## src/rtl/cfe_cfg.svh

```systemverilog
// Purpose: offsets, field positions and reset values of the CAN
//          buffer-select, filter-control and error-count register block
// Assumes: 32-bit APB, one aligned word per register, data in bits 7:0
// Notes:   included by every design file that decodes registers
//
// Summary of operation
// - buffer select is forced to reset while init mode requested and acknowledged.
// - buffer select is writable only with init request and acknowledge both low.
// - buffer select reads back only its lowest set bit.
// - lowest set select bit picks the buffer mapped into the window.
// - window access is blocked while the selected buffer is scheduled.
// - with no buffer selected every window access is refused.
// - acceptance control writable only in init mode; hit bits read-only.
// - mode field 5:4 selects 2x32, 4x16, 8x8 filters or closed.
// - in closed mode no message is accepted into the foreground buffer.
// - hit field 2:0 holds the index of the matching filter.
// - hit field is refreshed whenever the foreground buffer is reloaded.
// - with recovery-on-request, entering bus-off sets the hold bit and holds.
// - writing one clears the hold bit and requests recovery; zero ignored.
// - receive error count is read-only, valid in sleep or init mode.
// - transmit error count is read-only, valid in sleep or init mode.
// - set empty flag means free buffer; clear means scheduled for sending.
`ifndef CFE_CFG_SVH
`define CFE_CFG_SVH

`define CFE_OFF_TBSEL    8'h00
`define CFE_OFF_IDAC     8'h04
`define CFE_OFF_MISC     8'h08
`define CFE_OFF_RXERR    8'h0C
`define CFE_OFF_TXERR    8'h10
`define CFE_OFF_CTRL     8'h14
`define CFE_OFF_IRQSTAT  8'h18
`define CFE_OFF_IRQMASK  8'h1C

`define CFE_ACCEPTANCE_MODE_FIELD_LSB     4
`define CFE_ACCEPTANCE_MODE_FIELD_MSB     5
`define CFE_BUS_OFF_HELD_FLAG_BIT   0
`define CFE_BUS_OFF_RECOVERY_ON_REQUEST_BIT     0

`define CFE_IRQ_BUSOFF   0
`define CFE_IRQ_RXLOAD   1
`define CFE_IRQ_WINBLK   2

`define CFE_TBSEL_RST    3'h0
`define CFE_ACCEPTANCE_MODE_FIELD_RST     2'h0
`define CFE_HIT_RST      3'h0
`define CFE_IRQ_RST      3'h0

`endif

```

## src/rtl/cfe_pkg.sv

```systemverilog
// Purpose: shared types of the CAN select/filter/error-count block
// Assumes: constants live in cfe_cfg.svh
// Notes:   types only
package cfe_pkg;

   typedef enum logic [1:0] {
      BOFF_RUN  = 2'b01,
      BOFF_HOLD = 2'b10
   } cfe_boff_type;

   typedef enum logic [1:0] {
      ACC_TWO32   = 2'h0,
      ACC_FOUR16  = 2'h1,
      ACC_EIGHT8  = 2'h2,
      ACC_CLOSED  = 2'h3
   } cfe_accmode_type;

endpackage : cfe_pkg

```

## src/rtl/cfe_win_if.sv

```systemverilog
// Purpose: carries buffer selection and window access between modules
// Assumes: single clock domain, purely combinational signals
// Notes:   ctrl side is the register block, gate side the window check
`timescale 1ns/1ns
`default_nettype none
interface cfe_win_if;
   logic [2:0] selOneHot;
   logic [2:0] txEmpty;
   logic       accReq;
   logic       accGrant;

   modport ctrl (output selOneHot, output txEmpty, output accReq,
                 input accGrant);
   modport gate (input selOneHot, input txEmpty, input accReq,
                 output accGrant);
endinterface : cfe_win_if
`default_nettype wire

```

## src/rtl/cfe_top.sv

```systemverilog
// Purpose: register block for transmit buffer selection, acceptance
//          mode and hit, bus-off hold and error counter access
// Assumes: APB slave on mclk; handshake and engine inputs synchronous
// Notes:   zero-wait APB; read data is captured in the setup cycle
//
// The placing of the registers and the APB register port were decided locally.
`timescale 1ns/1ns
`default_nettype none
`include "cfe_cfg.svh"
module cfe_top
   import cfe_pkg::*;
(
   input  wire logic        mclk,
   input  wire logic        sys_rst,
   input  wire logic [7:0]  paddr,
   input  wire logic        psel,
   input  wire logic        penable,
   input  wire logic        pwrite,
   input  wire logic [31:0] pwdata,
   output var  logic [31:0] prdata,
   output var  logic        pready,
   output var  logic        pslverr,
   input  wire logic        initModeRequest,
   input  wire logic        initModeAcknowledge,
   input  wire logic        sleepModeRequest,
   input  wire logic        sleepModeAcknowledge,
   input  wire logic [2:0]  transmitEmptyFlags,
   input  wire logic        winAccessReq,
   output var  logic [2:0]  winSelect,
   output var  logic        winGrant,
   output var  logic        winBlocked,
   input  wire logic        rxMsgValid,
   input  wire logic [2:0]  rxFilterHit,
   output var  logic        fgReload,
   output var  logic [1:0]  acceptanceMode,
   input  wire logic        busOffEnter,
   output var  logic        busOffHeld,
   output var  logic        recoveryRequest,
   input  wire logic [7:0]  rxErrorCount,
   input  wire logic [7:0]  txErrorCount,
   output var  logic        irq
);

   // -------------------------------------------------------------
   // declarations
   // -------------------------------------------------------------
   logic [2:0]      tbsel_r;
   logic [1:0]      acceptance_mode_field_r;
   logic [2:0]      hit_r;
   logic            bus_off_recovery_on_request_r;
   cfe_boff_type    boff_r;
   logic [2:0]      irqStat_r;
   logic [2:0]      irqMask_r;
   logic [31:0]     prdata_r;
   logic            pready_r;
   logic            pslverr_r;
   logic [2:0]      winSelect_r;
   logic            winGrant_r;
   logic            winBlocked_r;
   logic            fgReload_r;
   logic            recoveryRequest_r;
   logic            irq_r;

   logic            initMode;
   logic            noInit;
   logic            cntReadOk;
   logic            setupCyc;
   logic            wrEn;
   logic [2:0]      lowSel;
   logic            acceptMsg;
   logic            boffClear;
   logic [2:0]      irqSet;
   logic [2:0]      irqClr;
   logic [7:0]      rdByte;
   logic            rdErr;

   cfe_win_if win ();

   // -------------------------------------------------------------
   // mode qualifiers and bus strobes
   // -------------------------------------------------------------
   assign initMode  = initModeRequest & initModeAcknowledge;
   assign noInit    = ~initModeRequest & ~initModeAcknowledge;
   assign cntReadOk = initMode
                    | (sleepModeRequest & sleepModeAcknowledge);
   assign setupCyc  = psel & ~penable;
   // writes land only at the completing access edge
   assign wrEn      = psel & penable & pready_r & pwrite;

   assign lowSel = tbsel_r & (~tbsel_r + 3'h1);

   // -------------------------------------------------------------
   // transmit window gate
   // -------------------------------------------------------------
   assign win.selOneHot = lowSel;
   assign win.txEmpty   = transmitEmptyFlags;
   assign win.accReq    = winAccessReq;

   cfe_win_gate u_gate (
      .win (win.gate)
   );

   always_ff @(posedge mclk or posedge sys_rst) begin
      if (sys_rst) begin
         winSelect_r  <= 3'h0;
         winGrant_r   <= 1'b0;
         winBlocked_r <= 1'b0;
      end else begin
         winSelect_r  <= lowSel;
         winGrant_r   <= win.accGrant;
         winBlocked_r <= winAccessReq & ~win.accGrant;
      end
   end

   // -------------------------------------------------------------
   // buffer select register
   // -------------------------------------------------------------
   always_ff @(posedge mclk or posedge sys_rst) begin
      if (sys_rst) begin
         tbsel_r <= `CFE_TBSEL_RST;
      // held at reset in init mode
      end else if (initMode) begin
         tbsel_r <= `CFE_TBSEL_RST;
      end else if (wrEn && paddr == `CFE_OFF_TBSEL && noInit) begin
         tbsel_r <= pwdata[2:0];
      end
   end

   // -------------------------------------------------------------
   // acceptance control
   // -------------------------------------------------------------
   always_ff @(posedge mclk or posedge sys_rst) begin
      if (sys_rst) begin
         acceptance_mode_field_r <= `CFE_ACCEPTANCE_MODE_FIELD_RST;
      // mode written only in init mode
      end else if (wrEn && paddr == `CFE_OFF_IDAC && initMode) begin
         acceptance_mode_field_r <= pwdata[`CFE_ACCEPTANCE_MODE_FIELD_MSB:`CFE_ACCEPTANCE_MODE_FIELD_LSB];
      end
   end

   assign acceptMsg = rxMsgValid && (cfe_accmode_type'(acceptance_mode_field_r) != ACC_CLOSED);

   always_ff @(posedge mclk or posedge sys_rst) begin
      if (sys_rst) begin
         hit_r      <= `CFE_HIT_RST;
         fgReload_r <= 1'b0;
      end else begin
         fgReload_r <= acceptMsg;
         if (acceptMsg) begin
            hit_r <= rxFilterHit;
         end
      end
   end

   // -------------------------------------------------------------
   // bus-off hold
   // -------------------------------------------------------------
   always_ff @(posedge mclk or posedge sys_rst) begin
      if (sys_rst) begin
         bus_off_recovery_on_request_r <= 1'b0;
      end else if (wrEn && paddr == `CFE_OFF_CTRL) begin
         bus_off_recovery_on_request_r <= pwdata[`CFE_BUS_OFF_RECOVERY_ON_REQUEST_BIT];
      end
   end

   // write of one clears, zero ignored
   assign boffClear = wrEn && paddr == `CFE_OFF_MISC
                    && pwdata[`CFE_BUS_OFF_HELD_FLAG_BIT];

   always_ff @(posedge mclk or posedge sys_rst) begin
      if (sys_rst) begin
         boff_r            <= BOFF_RUN;
         recoveryRequest_r <= 1'b0;
      end else begin
         recoveryRequest_r <= 1'b0;
         case (boff_r)
            BOFF_RUN: begin
               if (busOffEnter && bus_off_recovery_on_request_r) begin
                  boff_r <= BOFF_HOLD;
               end
            end
            BOFF_HOLD: begin
               // a new bus-off in the clearing cycle keeps the hold
               if (boffClear && !busOffEnter) begin
                  boff_r            <= BOFF_RUN;
                  recoveryRequest_r <= 1'b1;
               end
            end
            default: begin
               boff_r <= BOFF_RUN;
            end
         endcase
      end
   end

   // -------------------------------------------------------------
   // interrupts
   // -------------------------------------------------------------
   assign irqSet = {winAccessReq & ~win.accGrant, acceptMsg,
                    busOffEnter};
   assign irqClr = (wrEn && paddr == `CFE_OFF_IRQSTAT) ? pwdata[2:0]
                                                       : 3'h0;

   always_ff @(posedge mclk or posedge sys_rst) begin
      if (sys_rst) begin
         irqStat_r <= `CFE_IRQ_RST;
      end else begin
         // set beats clear in the same cycle
         irqStat_r <= (irqStat_r & ~irqClr) | irqSet;
      end
   end

   always_ff @(posedge mclk or posedge sys_rst) begin
      if (sys_rst) begin
         irqMask_r <= `CFE_IRQ_RST;
      end else if (wrEn && paddr == `CFE_OFF_IRQMASK) begin
         irqMask_r <= pwdata[2:0];
      end
   end

   always_ff @(posedge mclk or posedge sys_rst) begin
      if (sys_rst) begin
         irq_r <= 1'b0;
      end else begin
         irq_r <= |(((irqStat_r & ~irqClr) | irqSet) & irqMask_r);
      end
   end

   // -------------------------------------------------------------
   // read mux
   // -------------------------------------------------------------
   always_comb begin
      rdByte = 8'h00;
      rdErr  = 1'b0;
      case (paddr)
         `CFE_OFF_TBSEL:   rdByte = {5'h00, lowSel};
         `CFE_OFF_IDAC:    rdByte = {2'h0, acceptance_mode_field_r, 1'b0, hit_r};
         `CFE_OFF_MISC:    rdByte = {7'h00, boff_r == BOFF_HOLD};
         `CFE_OFF_RXERR: begin
            rdByte = cntReadOk ? rxErrorCount : 8'h00;
            rdErr  = ~cntReadOk;
         end
         `CFE_OFF_TXERR: begin
            rdByte = cntReadOk ? txErrorCount : 8'h00;
            rdErr  = ~cntReadOk;
         end
         `CFE_OFF_CTRL:    rdByte = {7'h00, bus_off_recovery_on_request_r};
         `CFE_OFF_IRQSTAT: rdByte = {5'h00, irqStat_r};
         `CFE_OFF_IRQMASK: rdByte = {5'h00, irqMask_r};
         default:          rdErr  = 1'b1;
      endcase
   end

   // -------------------------------------------------------------
   // apb answer
   // -------------------------------------------------------------
   always_ff @(posedge mclk or posedge sys_rst) begin
      if (sys_rst) begin
         prdata_r  <= 32'h0000_0000;
         pready_r  <= 1'b0;
         pslverr_r <= 1'b0;
      end else if (setupCyc) begin
         prdata_r  <= pwrite ? 32'h0000_0000 : {24'h00_0000, rdByte};
         pready_r  <= 1'b1;
         pslverr_r <= pwrite ? (rdErr & (paddr != `CFE_OFF_RXERR)
                               & (paddr != `CFE_OFF_TXERR)) : rdErr;
      end else begin
         pready_r  <= 1'b0;
         pslverr_r <= 1'b0;
      end
   end

   assign prdata          = prdata_r;
   assign pready          = pready_r;
   assign pslverr         = pslverr_r;
   assign winSelect       = winSelect_r;
   assign winGrant        = winGrant_r;
   assign winBlocked      = winBlocked_r;
   assign fgReload        = fgReload_r;
   assign acceptanceMode  = acceptance_mode_field_r;
   assign busOffHeld      = boff_r[1];
   assign recoveryRequest = recoveryRequest_r;
   assign irq             = irq_r;
endmodule : cfe_top
`default_nettype wire

```

## src/rtl/cfe_win_gate.sv

```systemverilog
// Purpose: decides whether a transmit window access may proceed
// Assumes: selOneHot has at most one bit set
// Notes:   combinational; the caller registers the result
`timescale 1ns/1ns
`default_nettype none
module cfe_win_gate (
   cfe_win_if.gate win
);
   logic scheduledSel;

   // cleared empty flag marks a scheduled buffer
   assign scheduledSel = |(win.selOneHot & ~win.txEmpty);

   assign win.accGrant = win.accReq & (|win.selOneHot) & ~scheduledSel;
endmodule : cfe_win_gate
`default_nettype wire

```

## config.mk

```make
export PLATFORM = sky130hd
export DESIGN_NAME = cfe_top
export DESIGN_NICKNAME = d
export VERILOG_FILES = /design/src/rtl/cfe_pkg.sv /design/src/rtl/cfe_win_if.sv /design/src/rtl/cfe_top.sv /design/src/rtl/cfe_win_gate.sv
export VERILOG_INCLUDE_DIRS = /design/src /design/src/rtl
export SDC_FILE = /design/constraint.sdc
export NUM_CORES = 1
export LEC_CHECK = 0
export ABC_CLOCK_PERIOD_IN_PS = 3600
export BUFFER_PORTS_ARGS = -buffer_cell sky130_fd_sc_hd__buf_2
export CORE_MARGIN = 2
export CORE_UTILIZATION = 40
export CTS_CLUSTER_DIAMETER = 100
export CTS_CLUSTER_SIZE = 8
export DETAILED_ROUTE_END_ITERATION = 6
export PLACE_DENSITY = 0.76
export SLEW_MARGIN = 10
export SYNTH_ARGS = -nofsm -noshare
export SYNTH_HDL_FRONTEND = slang
export SYNTH_HIERARCHICAL = 1
export SYNTH_SLANG_ARGS = --single-unit
```

## constraint.sdc

```tcl
create_clock -name mclk -period 3.6 [get_ports mclk]
set_clock_uncertainty 0.05 [all_clocks]
set_input_delay 0.18 -clock mclk [delete_from_list [all_inputs] [get_ports mclk]]
set_output_delay 0.18 -clock mclk [all_outputs]
set_load 0.05 [all_outputs]
```

---- Word-level counts from Yosys, hierarchy flattened ----
Index checks and enable logic that the tools add are counted.
storage, ports and cells
  input port bits ......................... 74
  word-level logic and storage cells ...... 95
  output and inout port bits .............. 45
  register bits after elaboration ......... 59
operators by class
  add/subtract/negate cells ............... 1
  equality and inequality tests ........... 14
  muxes and demuxes ....................... 16
  bitwise operators ....................... 27
  reduce and logical (&&, ||, !) cells .... 21
operators with widths
  operator               number
  $pmux W8 S8            1
  $eq A8 B5 Y1 const B   4
  $mux W8                3
  $eq A8 B4 Y1 const B   2
  $and A1 B1 Y1          12
  $and A3 B3 Y3          4
  $logic_and A1 B1 Y1    12
  $mux W3                3
  $not A3 Y3             3
  $reduce_or A3 Y1       3
  $eq A8 B3 Y1 const B   1
  $logic_not A8 Y1       1
  $ne A8 B4 Y1 const B   1
  $ne A8 B5 Y1 const B   1
  $ne A2 B2 Y1 const B   3
  $not A1 Y1             6
  $reduce_or A6 Y1       1
  $mux W1                5
  $mux W2                2
  $pmux W2 S2            1
  $add A3 B1 Y3 const B  1
  $or A3 B3 Y3           1
  $eq A2 B1 Y1 const B   1
  $eq A2 B2 Y1 const B   1
  6 further kinds        6

---- Depth between registers and ports, before layout ----
Gate-level depths: netlist of the first run.
  depth after elaboration ................. 12
  mapped depth ............................ 8
  gate-level depth less buffers ........... 8

---- Hierarchy ----
The synthesis of the first run kept the hierarchy.
modules (own cells, without submodules)
  module        area an instance (um2)  cells each  instances  sequential area each (um2)
  cfe_top       2023.2                  193         1          877.1
  cfe_win_gate  37.5                    7           1          0.0

---- Worst setup path before layout of the first run ----
OpenSTA, ideal clock, no wires.
  kind .................................... reg-to-reg
  from .................................... register pready_r (netlist: pready)
  to ...................................... register irq_r (netlist: irq)
  stages on the path, launching flop included .. 5
  period minus slack after synthesis ...... 1709 ps
  library setup time ...................... 124 ps
  arrival ................................. 1535 ps
  path slack .............................. 1891 ps
  required time ........................... 3426 ps
  cells stage by stage .................... dfrtp_1 -> nand4_1 -> nor3b_1 -> a31oi_1 -> a211o_1
between the ends
  longest elaborated chain between the ends .. 9
RTL lines
  what                                  RTL line        text
  from (decl)                           cfe_top.sv:55   logic pready_r;
  from (signal assigned)                cfe_top.sv:260  pready_r <= 1'b0;
  from (signal assigned)                cfe_top.sv:264  pready_r <= 1'b1;
  from (signal assigned)                cfe_top.sv:268  pready_r <= 1'b0;
  $and A1 B1 Y1 (2 in a row)            cfe_top.sv:88   assign wrEn = psel & penable & pready_r & pwrite;
  $logic_and A1 B1 Y1 (no source line)  n/a
  $mux W3                               cfe_top.sv:201  assign irqClr = (wrEn && paddr == `CFE_OFF_IRQSTAT) ? pwdata[2:0]
  $not A3 Y3                            cfe_top.sv:225  irq_r <= |(((irqStat_r & ~irqClr) | irqSet) & irqMask_r);
  $and A3 B3 Y3                         cfe_top.sv:225
  $or A3 B3 Y3                          cfe_top.sv:225
  $and A3 B3 Y3                         cfe_top.sv:225
  $reduce_or A3 Y1                      cfe_top.sv:225
  to (signal assigned)                  cfe_top.sv:225
  to (decl)                             cfe_top.sv:62   logic irq_r;
No other way between the ends.
A chain may end at the register's enable or synchronous reset.

---- Worst setup path after layout of the first run ----
  from .................................... register tbsel_r[0]
  to ...................................... register irq_r (netlist: irq)
between the ends
  longest elaborated chain between the ends .. 12
  elaborated cells between the ends (all ways) .. 14
  those cells by class .................... add/sub: 1; bitwise: 10; reduce/logical: 3
RTL lines
  what                    RTL line            text
  from (decl)             cfe_top.sv:47       logic [2:0] tbsel_r;
  from (signal assigned)  cfe_top.sv:120      tbsel_r <= `CFE_TBSEL_RST;
  from (signal assigned)  cfe_top.sv:123      tbsel_r <= `CFE_TBSEL_RST;
  from (signal assigned)  cfe_top.sv:125      tbsel_r <= pwdata[2:0];
  $not A3 Y3 (*)          cfe_top.sv:90       assign lowSel = tbsel_r & (~tbsel_r + 3'h1);
  $add A3 B1 Y3 (*)       cfe_top.sv:90
  $and A3 B3 Y3 (*)       cfe_top.sv:90
  net lowSel[2]           cfe_top.sv:69       logic [2:0] lowSel;
  $and A3 B3 Y3           cfe_win_gate.sv:12  assign scheduledSel = |(win.selOneHot & ~win.txEmpty);
  $reduce_or A3 Y1        cfe_win_gate.sv:12
  $not A1 Y1              cfe_win_gate.sv:14  assign win.accGrant = win.accReq & (|win.selOneHot) & ~scheduledSel;
  $and A1 B1 Y1 (*)       cfe_win_gate.sv:14
  net win.accGrant        cfe_win_if.sv:10    logic accGrant;
  $not A1 Y1 (*)          cfe_top.sv:199      assign irqSet = {winAccessReq & ~win.accGrant, acceptMsg,
  $and A1 B1 Y1 (*)       cfe_top.sv:199
  net irqSet[2]           cfe_top.sv:72       logic [2:0] irqSet;
  $or A3 B3 Y3 (*)        cfe_top.sv:225
  $and A3 B3 Y3 (*)       cfe_top.sv:225
  $reduce_or A3 Y1 (*)    cfe_top.sv:225
Mark *: on every way through the listed nets, which the timed path passes. The rest lies on a longest branch.

==> results of run 1 <==
==> cells in the final DEF, fill, tap and decap left out, types with 5 or more instances in the layout <==
cell and instances:
clkbuf_8 6, nor4_1 5, nor2b_1 5, nand3_1 7
mux2_2 6, o21ai_1 7, a22oi_1 12, dfrtp_1 34
nand2_1 9, inv_1 7, conb_1 24, buf_2 67
==> worst min-delay path by stage <==
stage / startpoint / end / slack [ns]
finish: pwdata[4] / acceptanceMode[0] / 0.05
global route: pwdata[4] / acceptanceMode[0] / 0.05
CTS: pwdata[4] / acceptanceMode[0] / 0.05
detailed placement: sys_rst / hit_r[1] / 0.25
global placement: sys_rst / fgReload / 0.25
floorplan: initModeAcknowledge / tbsel_r[0] / 0.21
==> through the flow <==
| step | cells | worst slack, ns | hold slack, ns | area (um^2) | utilization (%) |
|---|---|---|---|---|---|
| after floorplan | 223 | 1.89 | 0.212 | 2150 | - |
| after global placement | 331 | 1.58 | 0.253 | 2360 | 46.9 |
| after detailed placement | 331 | 1.60 | 0.255 | 2360 | 46.9 |
| after CTS | 340 | 1.54 | 0.0488 | 2490 | 49.4 |
| after global routing | 340 | 1.37 | 0.0531 | 2490 | 49.4 |
| final | 340 | 1.58 | 0.0523 | 2490 | 49.4 |
==> power by group through the flow <==
| stage | Sequential [uW] | Clock (uW) | Combinational [uW] |
|---|---|---|---|
| floorplan | 419 | 0 | 117 |
| global placement | 410 | 0 | 149 |
| detailed placement | 410 | 0 | 150 |
| CTS | 402 | 375 | 152 |
| global route | 403 | 391 | 164 |
| finish | 402 | 368 | 152 |
==> timing repair <==
action / 4_1_cts / 5_1_grt
hold buffers: 1 / 0
endpoints found under the hold margin: 34 / 0
gates resized for setup: 0 / 0
==> worst register-to-register path, cell delays in order (launching register included) <==
cell     delay [ns]
dfrtp_1        0.47
nor3b_1        0.45
inv_1          0.09
o22ai_1        0.17
nor3_2         0.07
nor2b_1        0.25
o21ai_0        0.12
a31oi_1        0.16
a211o_1        0.12
==> per-layer routing <==
layer | track usage, % | routed length, um | vias to the layer above
met5 | 0 | 0 | -
met3 | 5.56 | 257 | 10
met2 | 26.8 | 2270 | 52
li1 | - | - | 837
met1 | 21.7 | 2070 | 806
met4 | 8.97 | 108 | 0
==> cell families after synthesis <==
logic type / synth area share (%)
muxes: 5.89
AOI/OAI and AO/OA: 16.3
and+or+nand+nor: 23.4
other: 0.182
DFF: 42.6
buffers and inverters: 11.6
==> layout make-up <==
cell class              count  area [um^2]  area share, %
well taps                  70         87.6           3.51
inverters                   7         26.3           1.05
repair buffers             69          353           14.2
clock inverters             2         35.0           1.41
multi-input cells         151         1030           41.4
flip-flops and latches     35          877           35.2
clock buffers               6         82.6           3.31
==> sequential cells by signal, indices dropped and copies added, names as in the netlist, 2 cells and up <==
signal	count
hit_r	3
boff_r	2
acceptanceMode	2
winSelect	3
prdata	8
irqMask_r	3
tbsel_r	3
irqStat_r	3
==> results.sh, run 1 <==
export IMPL_yosysTopAreaCell="dfrtp_1"
export IMPL_antennaDiodeCount=0
export IMPL_worstHoldPathCells=2
export IMPL_synth_most_common_cell="dfrtp_1"
export IMPL_path_depth=8
export IMPL_avgSynthCellArea_um2=10.3
export IMPL_netlist_area_leader_share_pct=41.3
export IMPL_synth_distinct_cells=55
export IMPL_htree_levels=2
export IMPL_cts_tree="yes"
export IMPL_finalSetupViolations=0
export IMPL_first_iter_violations=87
export IMPL_powerDensity_nw_per_um2=370
export IMPL_cts_root_buf="clkbuf_8"
export IMPL_synth_seq_cells=35
export IMPL_die_h_um=75.8
export IMPL_numCtsBuffers=5
export IMPL_nNetsFinal=343
export IMPL_wl_per_cell_um=13.8
export IMPL_synthTopCellsByCount="34 x dfrtp_1, 24 x buf_4, 12 x a22oi_1"
export IMPL_p_int_uw=661
export IMPL_place_gp_congestion=0.839
export IMPL_crit_family="simple AND/OR/NAND/NOR gates"
export IMPL_synthTopCellsByArea="dfrtp_1 41%, buf_4 8.7%, a22oi_1 4.4%"
export IMPL_grt_overflow_total=0
export IMPL_r2r_slack_ns=1.58
export IMPL_maxSlewViolCount=0
export IMPL_cp_arrival_ns=2.21
export IMPL_synthToLayoutAreaGrowth_pct=20.9
export IMPL_clock_sinks=35
export IMPL_final_layout_size_suffix_gt1_share_pct=34.1
export IMPL_clk_pin_slew_ns=0.07
export IMPL_period_minus_slack_ns=2.02
export IMPL_period_share_pct=56.2
export IMPL_clkPwrFrac_pct=39.9
export IMPL_grt_pass1_wl_um=7300
export IMPL_vias=1705
export IMPL_p_comb_share_pct=16.5
export IMPL_required_ns=3.78
export IMPL_fp_dieW_um=75.8
export IMPL_fillers=493
export IMPL_critPathKind="flop to flop"
export IMPL_endpoint="irq"
export IMPL_status="complete, no violations"
export IMPL_vdd_drop_max_v=0.000156
export IMPL_slowest_delay_ns=0.47
export IMPL_post_route_drc_count=0
export IMPL_synthesis_area_um2=2060
export IMPL_io_buffers=67
export IMPL_syn_inst=200
export IMPL_tns_ns=0
export IMPL_cts_setup_buffers=0
export IMPL_worstMarginPinSlew_ns=0.667
export IMPL_ys_warn_count=6
export IMPL_ys_seq_area_share_pct=42.6
export IMPL_finalHoldViolCount=0
export IMPL_critPathBufInv=1
export IMPL_slew_headroom_pct=55.5
export IMPL_fmax_mhz=495
export IMPL_slowest_stage="dfrtp_1"
export IMPL_clk_latency_ns=0.30
export IMPL_rr_endpoint="irq"
export IMPL_switchingPower_uw=261
export IMPL_setup_worst_path_start="tbsel_r[0]"
export IMPL_start_util_pct=40.9
export IMPL_place_hpwl_um=3640
export IMPL_path_cells="nor3b_1 > inv_1 > o22ai_1 > nor3_2 > nor2b_1 > o21ai_0 > a31oi_1 > a211o_1"
export IMPL_synthArstFlopShare_pct=100
export IMPL_rows=26
export IMPL_drv_cap=0
export IMPL_die_area_um2=5740
export IMPL_synth_main_ff_cell="dfrtp_1"
export IMPL_p_total_uw=922
export IMPL_synth_edf_count=0
export IMPL_ant_nets=0
export IMPL_drt_total_wl_um=4700
export IMPL_grt_pass1_vias=1582
export IMPL_leakagePower_uw=0.00118
export IMPL_gr_usage_all_layers_pct=17.4
export IMPL_p_sw_share_pct=28.3
export IMPL_ff2ff_path_depth=8
export IMPL_via_per_inst=5.01
export IMPL_grt_start_max_net_pins=36
export IMPL_dr_pass1_iters=4
export IMPL_ios=119
export IMPL_r2r_start="tbsel_r[0]"
export IMPL_startpoint_type="flop"
export IMPL_core_um2=5040
export IMPL_rsz0062_at_grt="false"
export IMPL_cp_end_kind="flop"
export IMPL_antenna_found_initial=0
export IMPL_cp_max_fo=9
export IMPL_p_seq_share_pct=43.6
export IMPL_cts_buffer_depth=2
export IMPL_hold_path_class="primary input to flop"
No activity file was read; power rests on OpenSTA's default activity.
==> inputs of run 2 (changes only) <==
--- a/config.mk
+++ b/config.mk
@@ -6,14 +6,15 @@
 export SDC_FILE = /design/constraint.sdc
 export NUM_CORES = 1
 export LEC_CHECK = 0
-export ABC_CLOCK_PERIOD_IN_PS = 3600
+export ABC_AREA = 1
+export ABC_CLOCK_PERIOD_IN_PS = 2100
 export BUFFER_PORTS_ARGS = -buffer_cell sky130_fd_sc_hd__buf_2
 export CORE_MARGIN = 2
 export CORE_UTILIZATION = 40
 export CTS_CLUSTER_DIAMETER = 100
 export CTS_CLUSTER_SIZE = 8
 export DETAILED_ROUTE_END_ITERATION = 6
-export PLACE_DENSITY = 0.76
+export PLACE_DENSITY = 0.75
 export SLEW_MARGIN = 10
 export SYNTH_ARGS = -nofsm -noshare
 export SYNTH_HDL_FRONTEND = slang
==> constraint.sdc (replaced) <==
create_clock -name mclk -period 2.1 [get_ports mclk]
set_clock_uncertainty 0.05 [all_clocks]
set_input_delay 0.105 -clock mclk [delete_from_list [all_inputs] [get_ports mclk]]
set_output_delay 0.105 -clock mclk [all_outputs]
set_load 0.05 [all_outputs]
==> run 2 against run 1 <==
Net effect: sequential cell count did not move; largest cell class unchanged; first-iteration DRC count rose by 16%; die area increased by 3.8%; critical path depth is 2 higher; synthesized cell count up 43%; clock power is 25% higher.
==> results.sh, run 2 <==
export IMPL_crit_family="simple AND/OR/NAND/NOR gates"
export IMPL_grt_overflow_total=0
export IMPL_cts_tree="yes"
export IMPL_core_um2=5140
export IMPL_powerDensity_nw_per_um2=544
export IMPL_required_ns=2.22
export IMPL_die_h_um=77.2
export IMPL_period_share_pct=80.1
export IMPL_ios=119
export IMPL_place_ws_ns=0.411
export IMPL_place_gp_congestion=0.869
export IMPL_final_cell_mix="101 x nand2_1, 67 x buf_2, 34 x dfrtp_1, 26 x inv_1"
export IMPL_leakagePower_uw=0.00149
export IMPL_slowest_delay_ns=0.46
export IMPL_maxSlewViolCount=0
export IMPL_drv_cap=0
export IMPL_use_met2_pct=28.3
export IMPL_busiest_layer="met2"
export IMPL_synthToLayoutAreaGrowth_pct=21.2
export IMPL_synth_edf_count=0
export IMPL_synth_most_common_cell="nand2_1"
export IMPL_synth_seq_cells=35
export IMPL_htree_levels=2
export IMPL_cts_buffer_depth=2
export IMPL_grt_start_max_net_pins=36
export IMPL_synth_distinct_cells=30
export IMPL_grt_use_met1_pct=21.3
export IMPL_ant_nets=0
export IMPL_status="complete, no violations"
export IMPL_avgSynthCellArea_um2=7.52
export IMPL_ys_seq_area_share_pct=40.9
export IMPL_finalHoldViolCount=0
export IMPL_vias=1933
export IMPL_via_per_inst=4.45
export IMPL_netlist_area_leader_share_pct=39.7
export IMPL_syn_inst=285
export IMPL_wl_per_cell_um=11.1
export IMPL_rows=26
export IMPL_synthTopCellsByCount="101 x nand2_1, 34 x dfrtp_1, 26 x inv_1"
export IMPL_setup_ws_ns=0.417
export IMPL_period_minus_slack_ns=1.68
export IMPL_cp_arrival_ns=1.80
export IMPL_io_buffers=67
export IMPL_critPathBufInv=2
export IMPL_dr_pass1_iters=4
export IMPL_gr_usage_all_layers_pct=16.6
export IMPL_startpoint_type="flop"
export IMPL_clock_sinks=35
export IMPL_cts_resized_gates=0
export IMPL_path_cells="nor3_1 > inv_1 > nand2_1 > nand2_1 > nor2_1 > nor2_1 > inv_1 > nand2_1 > nand2_1 > nand3_1"
export IMPL_grt_pass1_vias=1752
export IMPL_antenna_found_initial=0
export IMPL_synthArstFlopShare_pct=100
export IMPL_finalSetupViolations=0
export IMPL_final_layout_size_suffix_gt1_share_pct=28.6
export IMPL_antennaDiodeCount=0
export IMPL_hold_path_class="primary input to flop"
export IMPL_clk_pin_slew_ns=0.07
export IMPL_critPathKind="flop to flop"
export IMPL_synth_main_ff_cell="dfrtp_1"
export IMPL_largest_reg_flops=8
export IMPL_synthTopCellsByArea="dfrtp_1 40%, nand2_1 18%, buf_4 8.4%"
export IMPL_post_route_drc_count=0
export IMPL_cp_max_fo=7
export IMPL_fmax_mhz=594
export IMPL_vdd_drop_max_v=0.000264
export IMPL_place_hpwl_um=3810
export IMPL_nNetsFinal=437
export IMPL_cp_common_cell="nand2_1"
export IMPL_die_area_um2=5960
export IMPL_tns_ns=0
export IMPL_start_util_pct=41.7
export IMPL_fp_dieW_um=77.2
export IMPL_cts_root_buf="clkbuf_8"
export IMPL_drt_total_wl_um=4810
export IMPL_yosysTopAreaCell="dfrtp_1"
export IMPL_fillers=528
export IMPL_synthesis_area_um2=2140
export IMPL_first_iter_violations=101
export IMPL_rsz0062_at_grt="false"
export IMPL_grt_pass1_wl_um=7940
export IMPL_numCtsBuffers=5
export IMPL_final_common_cell="nand2_1"
export IMPL_slowest_stage="dfrtp_1"
export IMPL_clk_latency_ns=0.28
export IMPL_met3_usage_pct=3.88
export IMPL_ys_warn_count=6
export IMPL_cp_end_kind="flop"
## run 2: changes by cell type after synthesis, moves of 5 or more
cell	delta
nand3_1	+15
nor2_1	+20
inv_2	+6
nor4_1	-5
nor2_4	+6
nor2b_1	-5
mux2_2	-6
a22oi_1	-12
inv_1	+19
nand2_1	+92
## run 2: path summary, 6_finish.rpt
check / startpoint / to / slack, ns / cells past startpoint
setup / recovery: tbsel_r[0] / irq / 0.42 / 10
hold / removal: pwdata[4] / acceptanceMode[0] / 0.001 / 3
setup reg to reg: tbsel_r[0] / irq / 0.42 / 10
hold reg to reg: tbsel_r[1] / winSelect[2] / 0.42 / 1
max in group asynchronous: sys_rst / boff_r[0] / 1.25 / 4
min in group asynchronous: sys_rst / bus_off_recovery_on_request_r / 0.41 / 4
## run 2: layer usage
metal	part of all wire, %	wire length (um)
met1	44	2110
met2	49	2340
met3	6.6	319
met4	0.81	39
met5	0	0
## run 2: what timing repair did
action | in CTS | in global routing
setup buffers | 0 | 0
endpoints found under the setup margin | 0 | 0
hold buffers | 5 | 0
hold endpoints to repair | 38 | 0
## run 2: power by group
group | switching (uW) | internal (uW) | total [uW]
sequential | 4.88 | 684 | 689
clock | 225 | 235 | 461
combinational | 203 | 60.6 | 264
## run 2: final cells by class
type | instances | area [um^2] | area share [%]
tap | 70 | 87.6 | 3.37
sequential | 35 | 877 | 33.8
timing repair buffer | 73 | 393 | 15.1
multi-input combinational | 216 | 1040 | 40.1
inverter | 32 | 120 | 4.62
clock buffer | 8 | 80.1 | 3.08
## run 2: cells by family (layout without fill, tap and decap cells)
logic type	Yosys count	in the layout	share of synthesized area [%]
buf+inv	57	113	14.5
other cells	1	24	0.175
flops	35	35	40.9
compound gates	15	15	4.20
simple gates	177	177	40.2
## run 2: through the flow
| stage | power, uW | hold slack, ns | util (%) | cells | area, um^2 |
|---|---|---|---|---|---|
| 2_1_floorplan | 918 | 0.165 | - | 308 | 2230 |
| 3_3_place_gp | 956 | 0.173 | 48.0 | 421 | 2470 |
| 3_5_place_dp | 960 | 0.183 | 48.0 | 421 | 2470 |
| 4_1_cts | 1420 | 0.00199 | 50.6 | 434 | 2600 |
| 5_1_grt | 1470 | 0.00488 | 50.6 | 434 | 2600 |
| 6_report | 1410 | 0.00110 | 50.6 | 434 | 2600 |
## run 2: worst register-to-register path, stage by stage, from the launching register on
cell and delay (ns):
dfrtp_1 0.46, nor3_1 0.42, inv_1 0.07, nand2_1 0.07
nand2_1 0.05, nor2_1 0.12, nor2_1 0.08, inv_1 0.06
nand2_1 0.07, nand2_1 0.06, nand3_1 0.06
==> inputs of run 3 (changes only) <==
--- a/config.mk
+++ b/config.mk
@@ -7,7 +7,7 @@
 export NUM_CORES = 1
 export LEC_CHECK = 0
 export ABC_AREA = 1
-export ABC_CLOCK_PERIOD_IN_PS = 2100
+export ABC_CLOCK_PERIOD_IN_PS = 1680
 export BUFFER_PORTS_ARGS = -buffer_cell sky130_fd_sc_hd__buf_2
 export CORE_MARGIN = 2
 export CORE_UTILIZATION = 40
==> constraint.sdc (replaced) <==
create_clock -name mclk -period 1.68 [get_ports mclk]
set_clock_uncertainty 0.05 [all_clocks]
set_input_delay 0.084 -clock mclk [delete_from_list [all_inputs] [get_ports mclk]]
set_output_delay 0.084 -clock mclk [all_outputs]
set_load 0.05 [all_outputs]
==> run 3 against run 2 <==
Net effect: worst setup slack lost 0.23 ns; first-iteration DRC count shrank 18%; sequential power grew 25%; sequential cell count is the same; worst hold slack gained 0.029 ns; global-route usage grew 0.81 points; final cell count grew 0.92%; register-to-register slack lost 0.23 ns; clock power grew 26%; design area grew 1.7%; combinational power grew 26%; die area is the same.
==> results.sh, run 3 (same netlist as run 2, synthesis figures left out) <==
export IMPL_wl_per_cell_um=11.3
export IMPL_die_h_um=77.2
export IMPL_rsz0062_at_grt="false"
export IMPL_cts_root_buf="clkbuf_8"
export IMPL_hold_ws_ns=0.0305
export IMPL_startpoint_type="flop"
export IMPL_hold_path_class="primary input to flop"
export IMPL_period_share_pct=88.9
export IMPL_ff2ff_path_depth=10
export IMPL_fmax_mhz=670
export IMPL_first_iter_violations=83
export IMPL_final_common_cell="nand2_1"
export IMPL_finalSetupViolations=0
export IMPL_ant_nets=0
export IMPL_post_route_drc_count=0
export IMPL_grt_overflow_total=0
export IMPL_drv_cap=0
export IMPL_post_route_cell_area_um2=2640
export IMPL_cp_arrival_ns=1.62
export IMPL_rows=26
export IMPL_clk_latency_ns=0.29
export IMPL_clk_pin_slew_ns=0.07
export IMPL_vdd_drop_max_v=0.000280
export IMPL_vias=1970
export IMPL_period_minus_slack_ns=1.49
export IMPL_worstHoldPathCells=5
export IMPL_critPathKind="flop to flop"
export IMPL_place_hpwl_um=3880
export IMPL_cp_end_kind="flop"
export IMPL_required_ns=1.80
export IMPL_ios=119
export IMPL_leakagePower_uw=0.00152
export IMPL_powerDensity_nw_per_um2=671
export IMPL_grt_pass1_wl_um=8130
export IMPL_fillers=550
export IMPL_clock_sinks=35
export IMPL_tns_ns=0
export IMPL_antenna_found_initial=0
export IMPL_via_per_inst=4.50
export IMPL_status="complete, no violations"
export IMPL_grt_pass1_vias=1804
export IMPL_fp_dieW_um=77.2
export IMPL_maxSlewViolCount=0
export IMPL_cts_tree="yes"
export IMPL_htree_levels=2
export IMPL_dr_pass1_iters=4
export IMPL_cts_buffer_depth=2
export IMPL_numCtsBuffers=5
export IMPL_cts_setup_buffers=0
export IMPL_p_total_uw=1770
export IMPL_drt_total_wl_um=4950
export IMPL_antennaDiodeCount=0
export IMPL_nNetsFinal=441
export IMPL_finalHoldViolCount=0
export IMPL_final_cell_mix="101 x nand2_1, 67 x buf_2, 34 x dfrtp_1, 26 x inv_1, 24 x conb_1"
export IMPL_gr_usage_all_layers_pct=17.4
export IMPL_core_um2=5140
export IMPL_io_buffers=67
export IMPL_cp_max_fo=5
export IMPL_largest_reg_flops=8
export IMPL_die_area_um2=5960
export IMPL_place_gp_congestion=0.855
export IMPL_grt_start_max_net_pins=36
export IMPL_start_util_pct=41.7
export IMPL_postPlaceCellArea_um2=2480
export IMPL_synthToLayoutAreaGrowth_pct=23.3
export IMPL_final_layout_size_suffix_gt1_share_pct=29.6
==> run 3: final cells by class <==
class | count | area, um^2 | area share [%]
clock inverter | 1 | 5.00 | 0.189
inverter | 32 | 120 | 4.55
sequential | 35 | 877 | 33.2
clock buffer | 7 | 76.3 | 2.89
timing repair buffer | 77 | 428 | 16.2
tap | 70 | 87.6 | 3.31
multi-input combinational | 216 | 1050 | 39.7
==> run 3: path summary, 6_finish.rpt <==
kind | startpoint | endpoint | slack [ns]
max in group asynchronous | sys_rst | boff_r[0] | 0.87
min | txErrorCount[7] | prdata[7] | 0.03
max reg2reg | tbsel_r[0] | irq | 0.19
max | tbsel_r[0] | irq | 0.19
min in group asynchronous | sys_rst | fgReload | 0.38
min reg2reg | prdata[3] | prdata[3] | 0.43
==> run 3: worst max-delay path, stage by stage, from the launching register on <==
cell     delay, ns
dfrtp_1       0.44
nor3_2        0.25
inv_1         0.07
nand2_1       0.07
nand2_1       0.05
nor2_1        0.13
nor2_1        0.09
inv_1         0.05
nand2_1       0.07
nand2_1       0.06
nand3_1       0.07
==> run 3: timing repair <==
action / in CTS / in global routing
resized for setup: 0 / 2
hold buffers: 7 / 0
setup endpoints to repair: 0 / 1
endpoints found under the hold margin: 41 / 0
==> run 3: power by group <==
part | internal (uW) | switching, uW
Sequential | 856 | 5.84
Combinational | 78.8 | 255
Clock | 290 | 289
Total | 1220 | 550
==> run 3: per-layer routing <==
layer / track usage [%] / wire length [um] / up-vias
li1: - / - / 1006
met2: 30.2 / 2400 / 70
met3: 4.12 / 332 / 7
met5: 0 / 0 / -
met4: 6.07 / 69 / 0
met1: 21.0 / 2150 / 887
==> run 3: metrics by stage <==
| step | utilization (%) | setup slack [ns] | instances |
|---|---|---|---|
| CTS | 51.3 | 0.116 | 438 |
| floorplan | - | 0.201 | 308 |
| global route | 51.4 | 0.0160 | 438 |
| global placement | 48.3 | 0.197 | 423 |
| finish | 51.4 | 0.187 | 438 |
| detailed placement | 48.3 | 0.119 | 423 |
